`config.mk`:
```
export PLATFORM = sky130hd
export DESIGN_NAME = fsec_event_error_ctrl
export DESIGN_NICKNAME = d
export VERILOG_FILES = /design/src/inc/fsec_pkg.sv /design/src/logic/fsec_event_error_ctrl.sv /design/src/logic/fsec_fail_sync.sv /design/src/logic/fsec_wire_pulser.sv
export SDC_FILE = /design/constraint.sdc
export NUM_CORES = 1
export LEC_CHECK = 0
export BUFFER_PORTS_ARGS = -buffer_cell sky130_fd_sc_hd__buf_2
export CORE_MARGIN = 4
export CORE_UTILIZATION = 53
export DETAILED_ROUTE_END_ITERATION = 7
export GPL_TIMING_DRIVEN = 0
export PLACE_DENSITY = 0.83
export SLEW_MARGIN = 20
export SYNTH_ARGS = -nofsm -noshare
export SYNTH_HDL_FRONTEND = slang
export SYNTH_SLANG_ARGS = --single-unit
```
`constraint.sdc`:
```
create_clock -name mclk -period 2.5 [get_ports mclk]
set_clock_uncertainty 0.2 [all_clocks]
set_input_delay 0.375 -clock mclk [delete_from_list [all_inputs] [get_ports mclk]]
set_output_delay 0.375 -clock mclk [all_outputs]
set_load 0.01 [all_outputs]
```
`src/inc/fsec_pkg.sv`:
```
`default_nettype none
package fsec_pkg;
    // Widths
    localparam int FSEC_FAIL_W = 15;
    localparam int FSEC_EVT_W  = 30;
    localparam int FSEC_WIRES  = 2;
    localparam int FSEC_QUAL_W = 2;

    // Fail flag bit positions
    localparam int FSEC_B_SYS_RESYNC    = 0;
    localparam int FSEC_B_RADIO_RESYNC  = 1;
    localparam int FSEC_B_DAY_RESYNC    = 2;
    localparam int FSEC_B_SYS_TIMEOUT   = 3;
    localparam int FSEC_B_RADIO_TIMEOUT = 4;
    localparam int FSEC_B_DAY_TIMEOUT   = 5;
    localparam int FSEC_B_CHECKSUM      = 6;
    localparam int FSEC_B_BIT_WIDTH     = 7;
    localparam int FSEC_B_KIND_RSVD     = 8;
    localparam int FSEC_B_KIND_SPARE    = 9;
    localparam int FSEC_B_KIND_UNEXP    = 10;
    localparam int FSEC_B_KIND_DAY      = 11;
    localparam int FSEC_B_KIND_RADIO    = 12;
    localparam int FSEC_B_KIND_SYS      = 13;
    localparam int FSEC_B_DAY_WRAP      = 14;

    // Qualifier bits carried through the synchroniser
    localparam int FSEC_Q_SERIAL  = 0;
    localparam int FSEC_Q_DISCARD = 1;

    // Groups of fail bits
    localparam logic [14:0] FSEC_SERIAL_ONLY = 15'h3FFC;
    localparam logic [14:0] FSEC_KIND_BITS   = 15'h3F00;
    localparam logic [14:0] FSEC_FIRST_EXCL  = 15'h0007;

    // Reset values
    localparam logic [14:0] FSEC_RAW_RST  = 15'h0000;
    localparam logic [14:0] FSEC_MASK_RST = 15'h0000;
    localparam logic [29:0] FSEC_EVT_RST  = 30'h00000000;
    localparam logic [2:0]  FSEC_SYNC_RST = 3'h0;

    // Fail conditions, bit 14 down to bit 0
    typedef struct packed {
        logic daytime_counter_wrap;
        logic sys_kind_flag;
        logic radio_kind_flag;
        logic daytime_kind_flag;
        logic unexpected_kind_flag;
        logic spare_kind_flag;
        logic reserved_kind_flag;
        logic bit_width_fail;
        logic checksum_fail;
        logic daytime_update_timeout;
        logic radio_update_timeout;
        logic system_update_timeout;
        logic daytime_resync_flag;
        logic radio_resync_flag;
        logic system_resync_flag;
    } fsec_fail_t;

    // Set/clear command on a 15-bit flag group
    typedef struct packed {
        logic        set;
        logic        clr;
        logic [14:0] bits;
    } fsec_bitcmd_t;

    typedef struct packed {
        logic        wr;
        logic [29:0] bits;
    } fsec_force_t;

    typedef struct packed {
        logic free_run;
        logic soft_halt;
    } fsec_emu_t;
endpackage
`default_nettype wire

```
`src/logic/fsec_event_error_ctrl.sv`:
```
// Functional notes
// - Force write pulses chosen events one cycle
// - Two fail wires, any flags on either
// - Fail inputs synchronised, rising edge sets flag
// - Software can set or clear raw flags
// - Two masks gate flags; raw, masked readable
// - Bit0 system resync, not first sync
// - Bit1 radio resync, not first sync
// - Bit2 daytime resync, serial only, not first
// - Bits3-5 update timeouts, serial only
// - Bit6 checksum fail, serial only
// - Bit7 bit width fail, serial only
// - Bit8 reserved kind, serial, not discarded
// - Bit9 spare kind, serial, not discarded
// - Bit10 unexpected kind, serial, not discarded
// - Bits11-13 kind flags, serial, not discarded
// - Bit14 daytime counter wrap
// - Masked fail pulses wire once, then blocks
// - Rearm write re-evaluates, pulses if pending
// - Interrupt set and clear strobes per wire
// - Suspend: partial or full halt by control
// - Thirty-bit emulation mask selects halted events
`timescale 1ns/10ps
`default_nettype none
module fsec_event_error_ctrl import fsec_pkg::*; (
    input  wire logic         mclk,
    input  wire logic         srst,
    input  wire logic         ce,
    input  wire fsec_fail_t   fail_in,
    input  wire logic         serial_sync_mode,
    input  wire logic         msg_discarded,
    input  wire logic [29:0]  gen_events,
    input  wire fsec_force_t  event_force_register,
    input  wire fsec_bitcmd_t raw_cmd,
    input  wire fsec_bitcmd_t mask0_cmd,
    input  wire fsec_bitcmd_t mask1_cmd,
    input  wire logic [1:0]   interrupt_rearm_register,
    input  wire logic [1:0]   int_set,
    input  wire logic [1:0]   int_clr,
    input  wire fsec_emu_t    emulation_control_register,
    input  wire logic [29:0]  emulation_event_mask,
    input  wire logic         debug_suspend_input,
    output logic      [29:0]  frame_events,
    output logic      [1:0]   fail_wire,
    output logic      [14:0]  raw_fail_flags,
    output logic      [14:0]  masked_stat0,
    output logic      [14:0]  masked_stat1,
    output logic      [14:0]  mask0_state,
    output logic      [14:0]  mask1_state,
    output logic      [1:0]   int_pending,
    output logic              partial_event_halt,
    output logic              timers_halt
);
    // Qualifiers share the fail synchroniser so they stay aligned with it
    localparam int SW = FSEC_FAIL_W + FSEC_QUAL_W;

    // Set wins over clear on every flag group
    // so an edge that meets a clear is never lost
    function automatic logic [14:0] fsec_apply(
        input logic [14:0]  cur,
        input fsec_bitcmd_t cmd,
        input logic [14:0]  hw_set
    );
        logic [14:0] clr_bits;
        logic [14:0] set_bits;
        clr_bits = cmd.clr ? cmd.bits : 15'h0000;
        set_bits = cmd.set ? cmd.bits : 15'h0000;
        return (cur & ~clr_bits) | set_bits | hw_set;
    endfunction

    // Aggregate of one wire's masked sources
    function automatic logic fsec_any_masked(
        input logic [14:0] raw,
        input logic [14:0] mask
    );
        return |(raw & mask);
    endfunction

    logic [SW-1:0] sync_level;
    logic [SW-1:0] sync_rise;
    logic [14:0]   fail_rise;
    logic [14:0]   qual_rise;
    logic          serial_q;
    logic          discard_q;

    // Flag and mask state
    logic [14:0] raw_r;
    logic [14:0] raw_nxt;
    logic [14:0] mask0_r;
    logic [14:0] mask0_nxt;
    logic [14:0] mask1_r;
    logic [14:0] mask1_nxt;
    logic [14:0] masked0_r;
    logic [14:0] masked1_r;

    // First-sync history
    logic [2:0]  first_seen_r;
    logic [2:0]  first_mark;

    // Interrupt wires
    logic [1:0]  soft_pend_r;
    logic [1:0]  wire_req;
    logic [1:0]  wire_pulse;

    // Event path and emulation
    logic [29:0] events_r;
    logic [29:0] events_nxt;
    logic [29:0] halt_sel;
    logic [29:0] force_bits;
    logic        susp_active;
    logic        halt_all;
    logic        halt_some;
    logic        partial_r;
    logic        timers_halt_r;

    fsec_fail_sync #(
        .W (SW)
    ) u_sync (
        .mclk     (mclk),
        .srst     (srst),
        .ce       (ce),
        .async_in ({msg_discarded, serial_sync_mode, fail_in}),
        .level    (sync_level),
        .rise     (sync_rise)
    );

    assign serial_q  = sync_level[FSEC_FAIL_W + FSEC_Q_SERIAL];
    assign discard_q = sync_level[FSEC_FAIL_W + FSEC_Q_DISCARD];
    assign fail_rise = sync_rise[FSEC_FAIL_W-1:0];

    // Qualifies each edge before it reaches a raw flag
    always_comb begin
        qual_rise = fail_rise;
        if (!serial_q) begin
            qual_rise = qual_rise & ~FSEC_SERIAL_ONLY;
        end

        if (discard_q) begin
            qual_rise = qual_rise & ~FSEC_KIND_BITS;
        end

        qual_rise[2:0] = qual_rise[2:0] & first_seen_r;

        // Wrap has no mode qualifier
        // wrap passes through
        qual_rise[FSEC_B_DAY_WRAP] = fail_rise[FSEC_B_DAY_WRAP];
    end

    // Bit 2 has a first sync only in serial mode
    assign first_mark = fail_rise[2:0] & FSEC_FIRST_EXCL[2:0] & {serial_q, 2'b11};

    // First resync edge per timer only marks it seen
    always_ff @(posedge mclk) begin
        if (srst) begin
            first_seen_r <= FSEC_SYNC_RST;
        end else if (ce) begin
            first_seen_r <= first_seen_r | first_mark;
        end
    end

    assign raw_nxt   = fsec_apply(raw_r, raw_cmd, qual_rise);
    assign mask0_nxt = fsec_apply(mask0_r, mask0_cmd, 15'h0000);
    assign mask1_nxt = fsec_apply(mask1_r, mask1_cmd, 15'h0000);

    always_ff @(posedge mclk) begin
        if (srst) begin
            raw_r <= FSEC_RAW_RST;
        end else if (ce) begin
            raw_r <= raw_nxt;
        end
    end

    always_ff @(posedge mclk) begin
        if (srst) begin
            mask0_r <= FSEC_MASK_RST;
            mask1_r <= FSEC_MASK_RST;
        end else if (ce) begin
            mask0_r <= mask0_nxt;
            mask1_r <= mask1_nxt;
        end
    end

    // Registered from next values so status matches raw_r
    always_ff @(posedge mclk) begin
        if (srst) begin
            masked0_r <= FSEC_RAW_RST;
            masked1_r <= FSEC_RAW_RST;
        end else if (ce) begin
            masked0_r <= raw_nxt & mask0_nxt;
            masked1_r <= raw_nxt & mask1_nxt;
        end
    end

    // A software request obeys the same blocking as a fail
    // set wins clear
    always_ff @(posedge mclk) begin
        if (srst) begin
            soft_pend_r <= 2'h0;
        end else if (ce) begin
            soft_pend_r <= (soft_pend_r & ~int_clr) | int_set;
        end
    end

    // Registered state only, so a pulse follows visible status
    // OR per wire
    assign wire_req[0] = fsec_any_masked(raw_r, mask0_r) | soft_pend_r[0];
    assign wire_req[1] = fsec_any_masked(raw_r, mask1_r) | soft_pend_r[1];

    // Rearm while armed is ignored; a standing request pulses at once
    // pulse and block
    fsec_wire_pulser u_wire0 (
        .mclk  (mclk),
        .srst  (srst),
        .ce    (ce),
        .req   (wire_req[0]),
        .rearm (interrupt_rearm_register[0]),
        .pulse (wire_pulse[0])
    );

    fsec_wire_pulser u_wire1 (
        .mclk  (mclk),
        .srst  (srst),
        .ce    (ce),
        .req   (wire_req[1]),
        .rearm (interrupt_rearm_register[1]),
        .pulse (wire_pulse[1])
    );

    assign susp_active = debug_suspend_input & ~emulation_control_register.free_run;
    assign halt_all    = susp_active & emulation_control_register.soft_halt;
    assign halt_some   = susp_active & ~emulation_control_register.soft_halt;

    // Halted events are dropped, not deferred: a debugger sees no burst on resume
    always_comb begin
        halt_sel = FSEC_EVT_RST;
        if (halt_all) begin
            halt_sel = ~FSEC_EVT_RST;
        end else if (halt_some) begin
            halt_sel = emulation_event_mask;
        end
    end

    assign force_bits = event_force_register.wr ? event_force_register.bits : FSEC_EVT_RST;
    assign events_nxt = (gen_events | force_bits) & ~halt_sel;

    // Low ce stalls the flop, so a forced pulse stands until ce returns
    always_ff @(posedge mclk) begin
        if (srst) begin
            events_r <= FSEC_EVT_RST;
        end else if (ce) begin
            events_r <= events_nxt;
        end
    end

    // Indicators are registered and trail the gating by one cycle
    always_ff @(posedge mclk) begin
        if (srst) begin
            partial_r     <= 1'b0;
            timers_halt_r <= 1'b0;
        end else if (ce) begin
            partial_r     <= halt_some;
            timers_halt_r <= halt_all;
        end
    end

    // Outputs come straight from flops
    assign frame_events       = events_r;
    assign fail_wire          = wire_pulse;
    assign raw_fail_flags     = raw_r;
    assign masked_stat0       = masked0_r;
    assign masked_stat1       = masked1_r;
    assign mask0_state        = mask0_r;
    assign mask1_state        = mask1_r;
    assign int_pending        = soft_pend_r;
    assign partial_event_halt = partial_r;
    assign timers_halt        = timers_halt_r;
endmodule // fsec_event_error_ctrl
`default_nettype wire

```
`src/logic/fsec_fail_sync.sv`:
```
`timescale 1ns/10ps
`default_nettype none
module fsec_fail_sync import fsec_pkg::*; #(
    parameter int W = 17
) (
    input  wire logic         mclk,
    input  wire logic         srst,
    input  wire logic         ce,
    input  wire logic [W-1:0] async_in,
    output logic      [W-1:0] level,
    output logic      [W-1:0] rise
);
    logic [W-1:0] meta_r;
    logic [W-1:0] sync_r;
    logic [W-1:0] prev_r;

    // Only sync_r reads meta_r
    always_ff @(posedge mclk) begin
        if (srst) begin
            meta_r <= '0;
            sync_r <= '0;
            prev_r <= '0;
        end else if (ce) begin
            meta_r <= async_in;
            sync_r <= meta_r;
            prev_r <= sync_r;
        end
    end

    assign level = sync_r;
    assign rise  = sync_r & ~prev_r;
endmodule // fsec_fail_sync
`default_nettype wire

```
`src/logic/fsec_wire_pulser.sv`:
```
`timescale 1ns/10ps
`default_nettype none
module fsec_wire_pulser import fsec_pkg::*; (
    input  wire logic mclk,
    input  wire logic srst,
    input  wire logic ce,
    input  wire logic req,
    input  wire logic rearm,
    output logic      pulse
);
    typedef enum logic [1:0] {
        FSEC_ARMED   = 2'b01,
        FSEC_BLOCKED = 2'b10
    } fsec_wstate_t;

    fsec_wstate_t state_r;
    logic         pulse_r;

    always_ff @(posedge mclk) begin
        if (srst) begin
            state_r <= FSEC_ARMED;
            pulse_r <= 1'b0;
        end else if (ce) begin
            pulse_r <= 1'b0;
            case (state_r)
                FSEC_ARMED: begin
                    if (req) begin
                        pulse_r <= 1'b1;
                        state_r <= FSEC_BLOCKED;
                    end
                end
                FSEC_BLOCKED: begin
                    if (rearm) begin
                        state_r <= FSEC_ARMED;
                    end
                end
                default: state_r <= FSEC_ARMED;
            endcase
        end
    end

    assign pulse = pulse_r;
endmodule // fsec_wire_pulser
`default_nettype wire

```
==> results of run 1 <==
[flip-flops by register name, summed over array words and instances (netlist names)]
signal	cells
frame_events	30
mask1_state	15
u_wire1.pulse	1
partial_event_halt	1
first_seen_r	3
u_sync.meta_r	17
masked_stat1	15
masked_stat0	15
mask0_state	15
int_pending	2
u_sync.level	17
u_wire0.state_r	2
u_wire1.state_r	2
timers_halt	1
raw_fail_flags	15
u_wire0.pulse	1
u_sync.prev_r	15
[cells in the mapped netlist (all sizes together) (15+ instances only)]
library cell / n / area (µm²)
dfxtp: 167 / 3340
a211o: 30 / 263
clkbuf: 21 / 78.8
nand2: 53 / 199
nand3b: 31 / 233
a21oi: 95 / 475
mux2i: 65 / 651
nand2b: 60 / 375
a22oi: 46 / 345
buf: 42 / 244
a211oi: 31 / 233
nor2: 104 / 390
a221o: 15 / 150
[power groups by stage]
stage	Combinational (mW)	Sequential [mW]	Clock [mW]
6_report	0.957	2.94	2.84
5_1_grt	1.04	2.95	2.96
4_1_cts	0.946	2.93	2.84
3_5_place_dp	0.922	2.99	0
3_3_place_gp	0.905	2.98	0
2_1_floorplan	0.473	2.99	0
[final cells by class]
cell class / count / area (µm²) / share of cell area, %
clock buffer: 23 / 498 / 5.13
multi-input combinational: 563 / 3610 / 37.2
tap: 176 / 220 / 2.27
timing repair buffer: 294 / 1550 / 16.0
inverter: 2 / 7.51 / 0.0774
antenna: 3 / 7.51 / 0.0774
clock inverter: 8 / 143 / 1.47
sequential: 167 / 3340 / 34.5
buffer: 63 / 323 / 3.33
[logic make-up after synthesis]
family / after synthesis / share of synthesized area, %
AND/OR/NAND/NOR: 268 / 19.1
multiplexers: 65 / 8.93
flip-flops: 167 / 45.9
buffers and inverters: 65 / 4.54
AO/OA/AOI/OAI: 230 / 21.5
[through the flow]
stage          power, mW  cells  cell area, µm²  util [%]  setup slack (ns)
5_1_grt             6.94   1299            9700      72.7             0.698
3_5_place_dp        3.91   1249            8890      66.6             0.615
6_report            6.73   1299            9700      72.7             0.735
3_3_place_gp        3.89   1249            8890      66.6             0.641
4_1_cts             6.71   1296            9690      72.6             0.758
2_1_floorplan       3.46    795            7280         -              1.07
[path summary, 6_finish.rpt]
path	startpoint	slack, ns	end	cells past startpoint
worst max-delay path	raw_fail_flags[11]$_SDFFE_PP0P_	0.73	raw_fail_flags[11]	1
worst min-delay path	fail_in[5]	0.02	u_sync.meta_r[5]$_SDFFE_PP0P_	3
worst max register to register	raw_fail_flags[2]$_SDFFE_PP0P_	0.75	u_wire0.state_r[0]$_SDFFE_PP1P_	4
worst min register to register	u_wire1.pulse$_SDFFE_PP0P_	0.25	u_wire1.pulse$_SDFFE_PP0P_	2
[per-layer routing]
layer / up-vias / wire length, µm / global-route usage (%)
met2: 442 / 13100 / 56.8
li1: 3488 / - / -
met3: 86 / 2330 / 7.12
met5: - / 0 / 0
met4: 0 / 1170 / 15.1
met1: 3461 / 9370 / 36.6
[tightest hold or removal path, cell delays in order]
cell	delay [ns]
sky130_fd_sc_hd__buf_2	0.08
sky130_fd_sc_hd__mux2i_1	0.05
sky130_fd_sc_hd__nor2_1	0.09
[timing repair]
action	CTS	global route
hold buffers	16	0
resized for setup	0	0
endpoints found under the hold margin	16	0
==> impl_metrics.yaml, run 1 <==
status:
  run_status: "finished, final reports clean"
clocking:
  clock_tree.htree_level_count: 4
  cts_buffer_depth: 2
  clk-insertion-delay-late_ns: 0.43
  clockRootBuffer: "sky130_fd_sc_hd__clkbuf_16"
  post_cts_repair_timing_setup_buffer_count: 0
  clock_sink_count: 167
  cts_tree: "done"
  cts_made_buffers: 17
  cts.reportedPaths.clkPinSlew_ns: 0.06
timing:
  max_freq_mhz: 567
  setup-violations-final: 0
  finalHoldViolCount: 0
  timing.slew.headroom_pct: 63.0
  setup-tns-final_ns: 0
  grt_setup_unrepaired: "no"
  timing.final.max_slew_violations: 0
  final.hold.worst_slack_ns: 0.0188
  final_critical_delay_including_setup_and_external_delays_ns: 1.77
  worst-slew-pin-transition_ns: 0.555
  final.period_utilization_pct: 70.6
critical_path:
  timing.critical_path.cells: "buf_2"
  crit_path_start_kind: "flop"
  slowest_delay_ns: 0.56
  worstPathBufferInverterCount: 1
  path_delay_family: "flip-flops"
  cp_data_required_time_ns: 1.92
  worst_path_arrival_time_ns: 1.19
  crit_path_top_delay_cell: "sky130_fd_sc_hd__dfxtp_1"
  end_kind: "primary output"
  critical_path.max_fanout: 5
  worstSetupPathType: "reg2out"
worst_hold_path:
  hold_path.class: "in2reg"
global_route:
  globalRouteTotalUtil_pct: 32.1
  grt_antenna_before_repair: 3
  grt_first_pass_wirelength_mm: 39.7
  gr-total-overflow: 0
  vias_in_the_first_global_route: 7279
  grt_max_degree: 17
pwr:
  power.switching_fraction_pct: 25.2
  p_sw_mw: 1.69
  power.internal_mw: 5.04
  clock_power_share_pct: 42.1
  relative_contribution_of_combinational_cells_to_total_power_pct: 14.2
  vdd_ir_drop_max_uv: 537
  power.share.sequential_pct: 43.6
  static-leakage-power_nw: 4.53
  power_density_nw_per_um2: 694
drt:
  finalWirelength_mm: 26.0
  drt_pass1_iterations: 5
  drt-vias-per-instance: 5.76
  route.detailed.drc: 0
  detailroute.via_count: 7477
  drt.antenna.violating_nets: 0
  drt-initial-drc-count: 614
  avgRoutedWirePerCell_um: 20.0
synthesis:
  post_synth_instance_area_um2: 7280
  syn-mean-instance-area_um2: 9.16
  synth-main-ff-cell: "sky130_fd_sc_hd__dfxtp_1"
  synth_cell_type_count: 30
  part_of_the_yosys_area_used_for_sequential_elements_pct: 45.9
  synth_warnings: 0
  netlist_instances: 795
  synth_edf_count: 0
  synth_nets: 966
  synth_async_sr_flop_share_pct: 0
  ys_seq_elements: 167
die:
  floorplan.die.width_um: 125
  initial_core_util_pct: 54.6
  fp.coreArea_um2: 13300
  num_io_pins: 282
  rows: 42
  die_outline_area_um2: 15700
  die_y_um: 125
run:
  max_cap_viol_count: 0
placement:
  place.detailed.hpwl_mm: 19.7
  buffer_ports.inserted: 278
  finalWeightedCongestion: 0.955
final_layout:
  nFillCells: 1060
  layout.cells.most_common_list: "308 x sky130_fd_sc_hd__buf_2, 167 x sky130_fd_sc_hd__dfxtp_1, 104 x sky130_fd_sc_hd__nor2_1, 95 x sky130_fd_sc_hd__a21oi_1, 65 x sky130_fd_sc_hd__mux2i_1"
  drive_above_1_share_pct: 31.6
  most_common_cell_after_layout_fill_and_taps_aside: "sky130_fd_sc_hd__buf_2"
  layout-area-overhead-vs-synth_pct: 33.2
  design.final.nets: 1279
Note: power is estimated with default switching activity, not from simulation.
==> run 2, diff against run 1 <==
--- a/config.mk
+++ b/config.mk
@@ -5,12 +5,13 @@
 export SDC_FILE = /design/constraint.sdc
 export NUM_CORES = 1
 export LEC_CHECK = 0
+export ABC_AREA = 1
 export BUFFER_PORTS_ARGS = -buffer_cell sky130_fd_sc_hd__buf_2
 export CORE_MARGIN = 4
-export CORE_UTILIZATION = 53
+export CORE_UTILIZATION = 49
 export DETAILED_ROUTE_END_ITERATION = 7
 export GPL_TIMING_DRIVEN = 0
-export PLACE_DENSITY = 0.83
+export PLACE_DENSITY = 0.77
 export SLEW_MARGIN = 20
 export SYNTH_ARGS = -nofsm -noshare
 export SYNTH_HDL_FRONTEND = slang
==> constraint.sdc (replaced) <==
create_clock -name mclk -period 1.78 [get_ports mclk]
set_clock_uncertainty 0.2 [all_clocks]
set_input_delay 0.267 -clock mclk [delete_from_list [all_inputs] [get_ports mclk]]
set_output_delay 0.267 -clock mclk [all_outputs]
set_load 0.01 [all_outputs]
==> impl_metrics.yaml, run 2 <==
status:
  run_status: "finished, final reports clean"
final_layout:
  design.final.nets: 1598
  final_core_utilization_pct: 68.6
  most_common_cell_after_layout_fill_and_taps_aside: "sky130_fd_sc_hd__nand2_1"
  nFillCells: 1303
  layout-area-overhead-vs-synth_pct: 36.9
  largest_register_ffs: 30
  insertedDiodeCount: 0
  final_cells: 1623
  postLayoutCellArea_um2: 10000
  drive_above_1_share_pct: 25.2
  layout.cells.most_common_list: "332 x sky130_fd_sc_hd__nand2_1, 305 x sky130_fd_sc_hd__buf_2, 180 x sky130_fd_sc_hd__nor2_1, 167 x sky130_fd_sc_hd__dfxtp_1, 133 x sky130_fd_sc_hd__a21oi_1"
synthesis:
  synthDominantAreaCellType: "sky130_fd_sc_hd__dfxtp_1"
  yosys.cell_count.top_type: "sky130_fd_sc_hd__nand2_1"
  post_synth_instance_area_um2: 7310
  synth-main-ff-cell: "sky130_fd_sc_hd__dfxtp_1"
  synth_warnings: 0
  synthDominantCellAreaShare_pct: 45.7
  ys_seq_elements: 167
  synth_top_cells_by_area: "sky130_fd_sc_hd__dfxtp_1 46%, sky130_fd_sc_hd__nand2_1 17%, sky130_fd_sc_hd__nor2_1 9.2%"
  netlist_instances: 1080
  synth_async_sr_flop_share_pct: 0
  syn-mean-instance-area_um2: 6.77
  synth_cell_type_count: 20
  synth_edf_count: 0
  synth_nets: 1251
  part_of_the_yosys_area_used_for_sequential_elements_pct: 45.7
  synth_commonest_cells: "332 x sky130_fd_sc_hd__nand2_1, 180 x sky130_fd_sc_hd__nor2_1, 167 x sky130_fd_sc_hd__dfxtp_1, 133 x sky130_fd_sc_hd__a21oi_1, 90 x sky130_fd_sc_hd__o21ai_0"
clocking:
  clk-insertion-delay-late_ns: 0.44
  cts_made_buffers: 17
  clock_tree.htree_level_count: 4
  clock_sink_count: 167
  cts_buffer_depth: 2
  cts_tree: "done"
  holdBufCountCts: 53
  clockRootBuffer: "sky130_fd_sc_hd__clkbuf_16"
  cts.reportedPaths.clkPinSlew_ns: 0.06
  post_cts.resized_instances: 0
  post_cts_repair_timing_setup_buffer_count: 0
timing:
  setup-violations-final: 0
  timing.final.max_slew_violations: 0
  max_freq_mhz: 610
  final.hold.worst_slack_ns: 0.0152
  layout_setup_ws_ns: 0.142
  final.period_utilization_pct: 92.0
  grt_setup_unrepaired: "no"
  timing.slew.headroom_pct: 56.1
  worst-slew-pin-transition_ns: 0.659
  finalHoldViolCount: 0
  final_critical_delay_including_setup_and_external_delays_ns: 1.64
die:
  initial_core_util_pct: 50.1
  die_outline_area_um2: 16900
  fp.coreArea_um2: 14600
  die_y_um: 130
  floorplan.die.width_um: 130
  rows: 44
  num_io_pins: 282
global_route:
  globalRouteTotalUtil_pct: 30.2
  gr-total-overflow: 0
  grt_first_pass_wirelength_mm: 39.7
  grt_antenna_before_repair: 0
  vias_in_the_first_global_route: 7813
  grt_max_degree: 17
worst_hold_path:
  hold_path.class: "in2reg"
  hold_path.startpoint: "gen_events[29]"
pwr:
  relative_contribution_of_combinational_cells_to_total_power_pct: 15.6
  static-leakage-power_nw: 4.79
  clock_power_share_pct: 38.6
  p_sw_mw: 2.47
  vdd_ir_drop_max_uv: 677
  power_density_nw_per_um2: 900
  power.switching_fraction_pct: 27.5
  power.share.sequential_pct: 45.8
  power.internal_mw: 6.53
drt:
  drt_pass1_iterations: 5
  detailroute.via_count: 8404
  drt-initial-drc-count: 556
  route.detailed.drc: 0
  drt-vias-per-instance: 5.18
  finalWirelength_mm: 26.4
  avgRoutedWirePerCell_um: 16.3
  drt.antenna.violating_nets: 0
placement:
  placed_area_um2: 8920
  place.detailed.instances: 1539
  finalWeightedCongestion: 0.915
  buffer_ports.inserted: 275
  dp_slack_ns: -0.0773
  place.detailed.hpwl_mm: 20.0
critical_path:
  worst_path_arrival_time_ns: 1.80
  critical_path.max_fanout: 10
  crit_path_start_kind: "flop"
  rr_startpoint: "u_sync.level[15]$_SDFFE_PP0P_"
  end_kind: "flop"
  cp_data_required_time_ns: 1.94
  crit_start: "u_sync.level[15]$_SDFFE_PP0P_"
  worstSetupPathType: "reg2reg"
run:
  max_cap_viol_count: 0
run 2: cell count changes in the layout (fill, tap and decap cells not counted), moves of 35 or more:
cell	change
sky130_fd_sc_hd__nand2_1	+279
sky130_fd_sc_hd__nand3_1	+35
sky130_fd_sc_hd__nand2b_1	-60
sky130_fd_sc_hd__dlygate4sd3_1	+37
sky130_fd_sc_hd__mux2i_1	-65
sky130_fd_sc_hd__a21oi_1	+38
sky130_fd_sc_hd__o21ai_0	+88
sky130_fd_sc_hd__a22oi_1	-46
sky130_fd_sc_hd__nor2_1	+76
sky130_fd_sc_hd__inv_1	+39
run 2: cell type report:
| cell class | count | area (µm²) | area share (%) |
|---|---|---|---|
| inverter | 42 | 160 | 1.60 |
| timing repair buffer | 328 | 1910 | 19.1 |
| clock inverter | 11 | 101 | 1.01 |
| multi-input combinational | 805 | 3460 | 34.6 |
| tap | 184 | 230 | 2.30 |
| clock buffer | 20 | 457 | 4.56 |
| sequential | 167 | 3340 | 33.4 |
| buffer | 66 | 343 | 3.43 |
run 2: through the flow:
step / power [mW] / setup TNS, ns
2_1_floorplan: 4.89 / 0
3_3_place_gp: 5.47 / -3.30
3_5_place_dp: 5.50 / -1.49
4_1_cts: 9.05 / 0
5_1_grt: 9.39 / 0
6_report: 9.01 / 0
run 2: cell families (layout without fill, tap and decap cells):
group | Yosys count | count (layout) | synth area share [%]
buffers and inverters | 108 | 467 | 6.88
DFF | 167 | 167 | 45.7
and+or+nand+nor | 550 | 550 | 29.0
AOI/OAI and AO/OA | 255 | 255 | 18.4
run 2: metal layers:
layer,vias up,global-route usage (%),part of all wire [%]
met5,-,0,0
met4,0,14.2,3.9
met3,67,6.06,8.8
met2,384,53.4,49
met1,3775,35.0,38
li1,4178,-,-
run 2: worst paths after layout:
| path | depth (start not counted) | end | slack [ns] |
|---|---|---|---|
| max | 5 | masked_stat1[7]$_SDFFE_PP0P_ | 0.14 |
| min | 5 | frame_events[29]$_SDFFE_PP0P_ | 0.02 |
| max reg2reg | 5 | masked_stat1[7]$_SDFFE_PP0P_ | 0.14 |
| min reg2reg | 2 | frame_events[15]$_SDFFE_PP0P_ | 0.26 |
run 2: critical path: stages (launching register included):
cell	delay, ns
sky130_fd_sc_hd__dfxtp_1	0.38
sky130_fd_sc_hd__buf_2	0.25
sky130_fd_sc_hd__nand2_1	0.09
sky130_fd_sc_hd__o211ai_1	0.37
sky130_fd_sc_hd__nand2_1	0.13
sky130_fd_sc_hd__a21oi_1	0.14
run 2: power groups by stage:
stage	Clock (mW)	Sequential, mW	Combinational (mW)
after floorplan	0	4.22	0.668
final	3.48	4.13	1.40
after CTS	3.53	4.12	1.39
after global placement	0	4.19	1.28
after detailed placement	0	4.20	1.29
after global routing	3.69	4.15	1.55
==> run 3, diff against run 2 <==
--- a/config.mk
+++ b/config.mk
@@ -5,13 +5,13 @@
 export SDC_FILE = /design/constraint.sdc
 export NUM_CORES = 1
 export LEC_CHECK = 0
-export ABC_AREA = 1
 export BUFFER_PORTS_ARGS = -buffer_cell sky130_fd_sc_hd__buf_2
 export CORE_MARGIN = 4
 export CORE_UTILIZATION = 49
 export DETAILED_ROUTE_END_ITERATION = 7
 export GPL_TIMING_DRIVEN = 0
 export PLACE_DENSITY = 0.77
+export SKIP_LAST_GASP = 1
 export SLEW_MARGIN = 20
 export SYNTH_ARGS = -nofsm -noshare
 export SYNTH_HDL_FRONTEND = slang
==> impl_metrics.yaml, run 3 (synthesized netlist as in run 1, its figures left out) <==
worst_hold_path:
  whs_endpoint: "timers_halt$_SDFFE_PP0P_"
  hold_path.startpoint: "debug_suspend_input"
  hold_path.class: "in2reg"
  hold_path_depth: 3
global_route:
  grt_first_pass_wirelength_mm: 38.9
  grt_antenna_before_repair: 2
  gr-total-overflow: 0
  vias_in_the_first_global_route: 7305
  globalRouteTotalUtil_pct: 30.4
  grt_max_degree: 17
pwr:
  vdd_ir_drop_max_uv: 840
  p_sw_mw: 2.39
  report.power.total_mw: 9.01
  relative_contribution_of_combinational_cells_to_total_power_pct: 15.8
  power_density_nw_per_um2: 901
  static-leakage-power_nw: 4.65
  power.internal_mw: 6.62
  power.switching_fraction_pct: 26.6
  power.share.sequential_pct: 45.7
  clock_power_share_pct: 38.5
clocking:
  cts_tree: "done"
  clockRootBuffer: "sky130_fd_sc_hd__clkbuf_16"
  cts_buffer_depth: 2
  cts.reportedPaths.clkPinSlew_ns: 0.06
  clock_sink_count: 167
  cts_made_buffers: 17
  post_cts_repair_timing_setup_buffer_count: 0
  clock_tree.htree_level_count: 4
  clk-insertion-delay-late_ns: 0.43
critical_path:
  cp_data_required_time_ns: 1.94
  timing.critical_path.cells: "a22oi_1 -> nand4_1 -> o31ai_4 -> a21boi_1"
  crit_path_top_delay_cell: "sky130_fd_sc_hd__dfxtp_1"
  rr_startpoint: "raw_fail_flags[2]$_SDFFE_PP0P_"
  worst_r2r_endpoint: "u_wire0.state_r[0]$_SDFFE_PP1P_"
  worstPathBufferInverterCount: 0
  setup.reg_to_reg.worst_slack_ns: 0.07
  slowest_delay_ns: 0.41
  reg2regPathDepth: 4
  crit_path_start_kind: "flop"
  end_kind: "flop"
  critical_path.max_fanout: 5
  worstSetupPathType: "reg2reg"
  path_delay_family: "compound AO/OA/AOI/OAI gates"
  worst_path_arrival_time_ns: 1.88
final_layout:
  layout-area-overhead-vs-synth_pct: 37.4
  most_common_cell_after_layout_fill_and_taps_aside: "sky130_fd_sc_hd__buf_2"
  multi_input_comb_area_um2: 3620
  nFillCells: 1188
  final_cells: 1344
  seqCellArea_um2: 3340
  largest_register_ffs: 30
  drive_above_1_share_pct: 30.6
  layout.cells.most_common_list: "307 x sky130_fd_sc_hd__buf_2, 167 x sky130_fd_sc_hd__dfxtp_1, 104 x sky130_fd_sc_hd__nor2_1, 95 x sky130_fd_sc_hd__a21oi_1, 65 x sky130_fd_sc_hd__mux2i_1"
  design.final.nets: 1316
timing:
  timing.final.max_slew_violations: 0
  worst-slew-pin-transition_ns: 0.641
  layout_setup_ws_ns: 0.0661
  timing.slew.headroom_pct: 57.3
  final.period_utilization_pct: 96.3
  final.hold.worst_slack_ns: 0.0221
  setup-tns-final_ns: 0
  setup-violations-final: 0
  max_freq_mhz: 583
  finalHoldViolCount: 0
  final_critical_delay_including_setup_and_external_delays_ns: 1.71
  grt_setup_unrepaired: "no"
die:
  initial_core_util_pct: 50.1
  fp.coreArea_um2: 14500
  die_outline_area_um2: 16900
  num_io_pins: 282
  floorplan.die.width_um: 130
  die_y_um: 130
  rows: 44
drt:
  drt.antenna.violating_nets: 0
  finalWirelength_mm: 26.8
  avgRoutedWirePerCell_um: 19.9
  route.detailed.drc: 0
  drt-vias-per-instance: 5.65
  drt-initial-drc-count: 619
  drt_pass1_iterations: 6
  detailroute.via_count: 7591
placement:
  dp_slack_ns: 0.0100
  finalWeightedCongestion: 0.941
  place.detailed.instances: 1257
  buffer_ports.inserted: 278
  place.detailed.hpwl_mm: 20.1
run:
  max_cap_viol_count: 0
status:
  run_status: "finished, final reports clean"
[run 3: changes by cell type in the layout (fill, tap and decap cells not counted), sizes merged, moves of 30 or more]
cell and delta:
a211o +30, nand2 -279, a21oi -50, nand3 -35, nand2b +60, inv -41
mux2i +65, a22oi +46, nand3b +31, nor2 -76, o21ai -98, a211oi +31
[run 3: worst register-to-register path, stage by stage (launching register included)]
cell and delay, ns:
sky130_fd_sc_hd__dfxtp_1 0.41, sky130_fd_sc_hd__a22oi_1 0.27, sky130_fd_sc_hd__nand4_1 0.18, sky130_fd_sc_hd__o31ai_4 0.39, sky130_fd_sc_hd__a21boi_1 0.19
[run 3: worst max-delay path by stage]
| stage | cells past startpoint | startpoint | endpoint |
|---|---|---|---|
| after floorplan | 5 | u_sync.level[15]$_SDFFE_PP0P_ | raw_fail_flags[10]$_SDFFE_PP0P_ |
| after global placement | 4 | srst | int_pending[1]$_SDFFE_PP0P_ |
| after detailed placement | 4 | srst | u_sync.meta_r[16]$_SDFFE_PP0P_ |
| after CTS | 4 | raw_fail_flags[2]$_SDFFE_PP0P_ | u_wire0.state_r[1]$_SDFFE_PP0P_ |
| after global routing | 5 | u_sync.level[15]$_SDFFE_PP0P_ | raw_fail_flags[13]$_SDFFE_PP0P_ |
| final | 4 | raw_fail_flags[2]$_SDFFE_PP0P_ | u_wire0.state_r[0]$_SDFFE_PP1P_ |
[run 3: stage by stage]
| step | area [µm²] | util (%) |
|---|---|---|
| after CTS | 9990 | 68.7 |
| after global placement | 8900 | 61.3 |
| after detailed placement | 8900 | 61.3 |
| after global routing | 10000 | 68.8 |
| final | 10000 | 68.8 |
| after floorplan | 7280 | - |
[run 3: power groups by stage]
stage	Sequential, mW	Combinational, mW	Clock, mW
after global routing	4.14	1.53	3.66
after CTS	4.11	1.40	3.50
after global placement	4.19	1.28	0
after floorplan	4.20	0.664	0
final	4.12	1.42	3.47
after detailed placement	4.20	1.30	0
[run 3: layer usage]
| metal | part of all wire [%] | global-route usage (%) | wire length [µm] |
|---|---|---|---|
| met4 | 5.9 | 16.9 | 1590 |
| met2 | 49 | 52.7 | 13200 |
| met3 | 9.6 | 8.15 | 2570 |
| met5 | 0 | 0 | 0 |
| met1 | 35 | 33.8 | 9460 |
[run 3: timing repair]
item / CTS / global route
resized for setup: 0 / 2
hold buffers: 53 / 0
hold endpoints to repair: 53 / 0
setup endpoints to repair: 0 / 3
[run 3: layout make-up]
type / count / area share, %
Multi-Input combinational cell: 563 / 36.2
Sequential cell: 167 / 33.4
Timing Repair Buffer: 331 / 19.2
Clock buffer: 22 / 4.74
Buffer: 63 / 3.25
Tap cell: 184 / 2.30
Clock inverter: 10 / 0.776
Inverter: 2 / 0.0751
Antenna cell: 2 / 0.0500
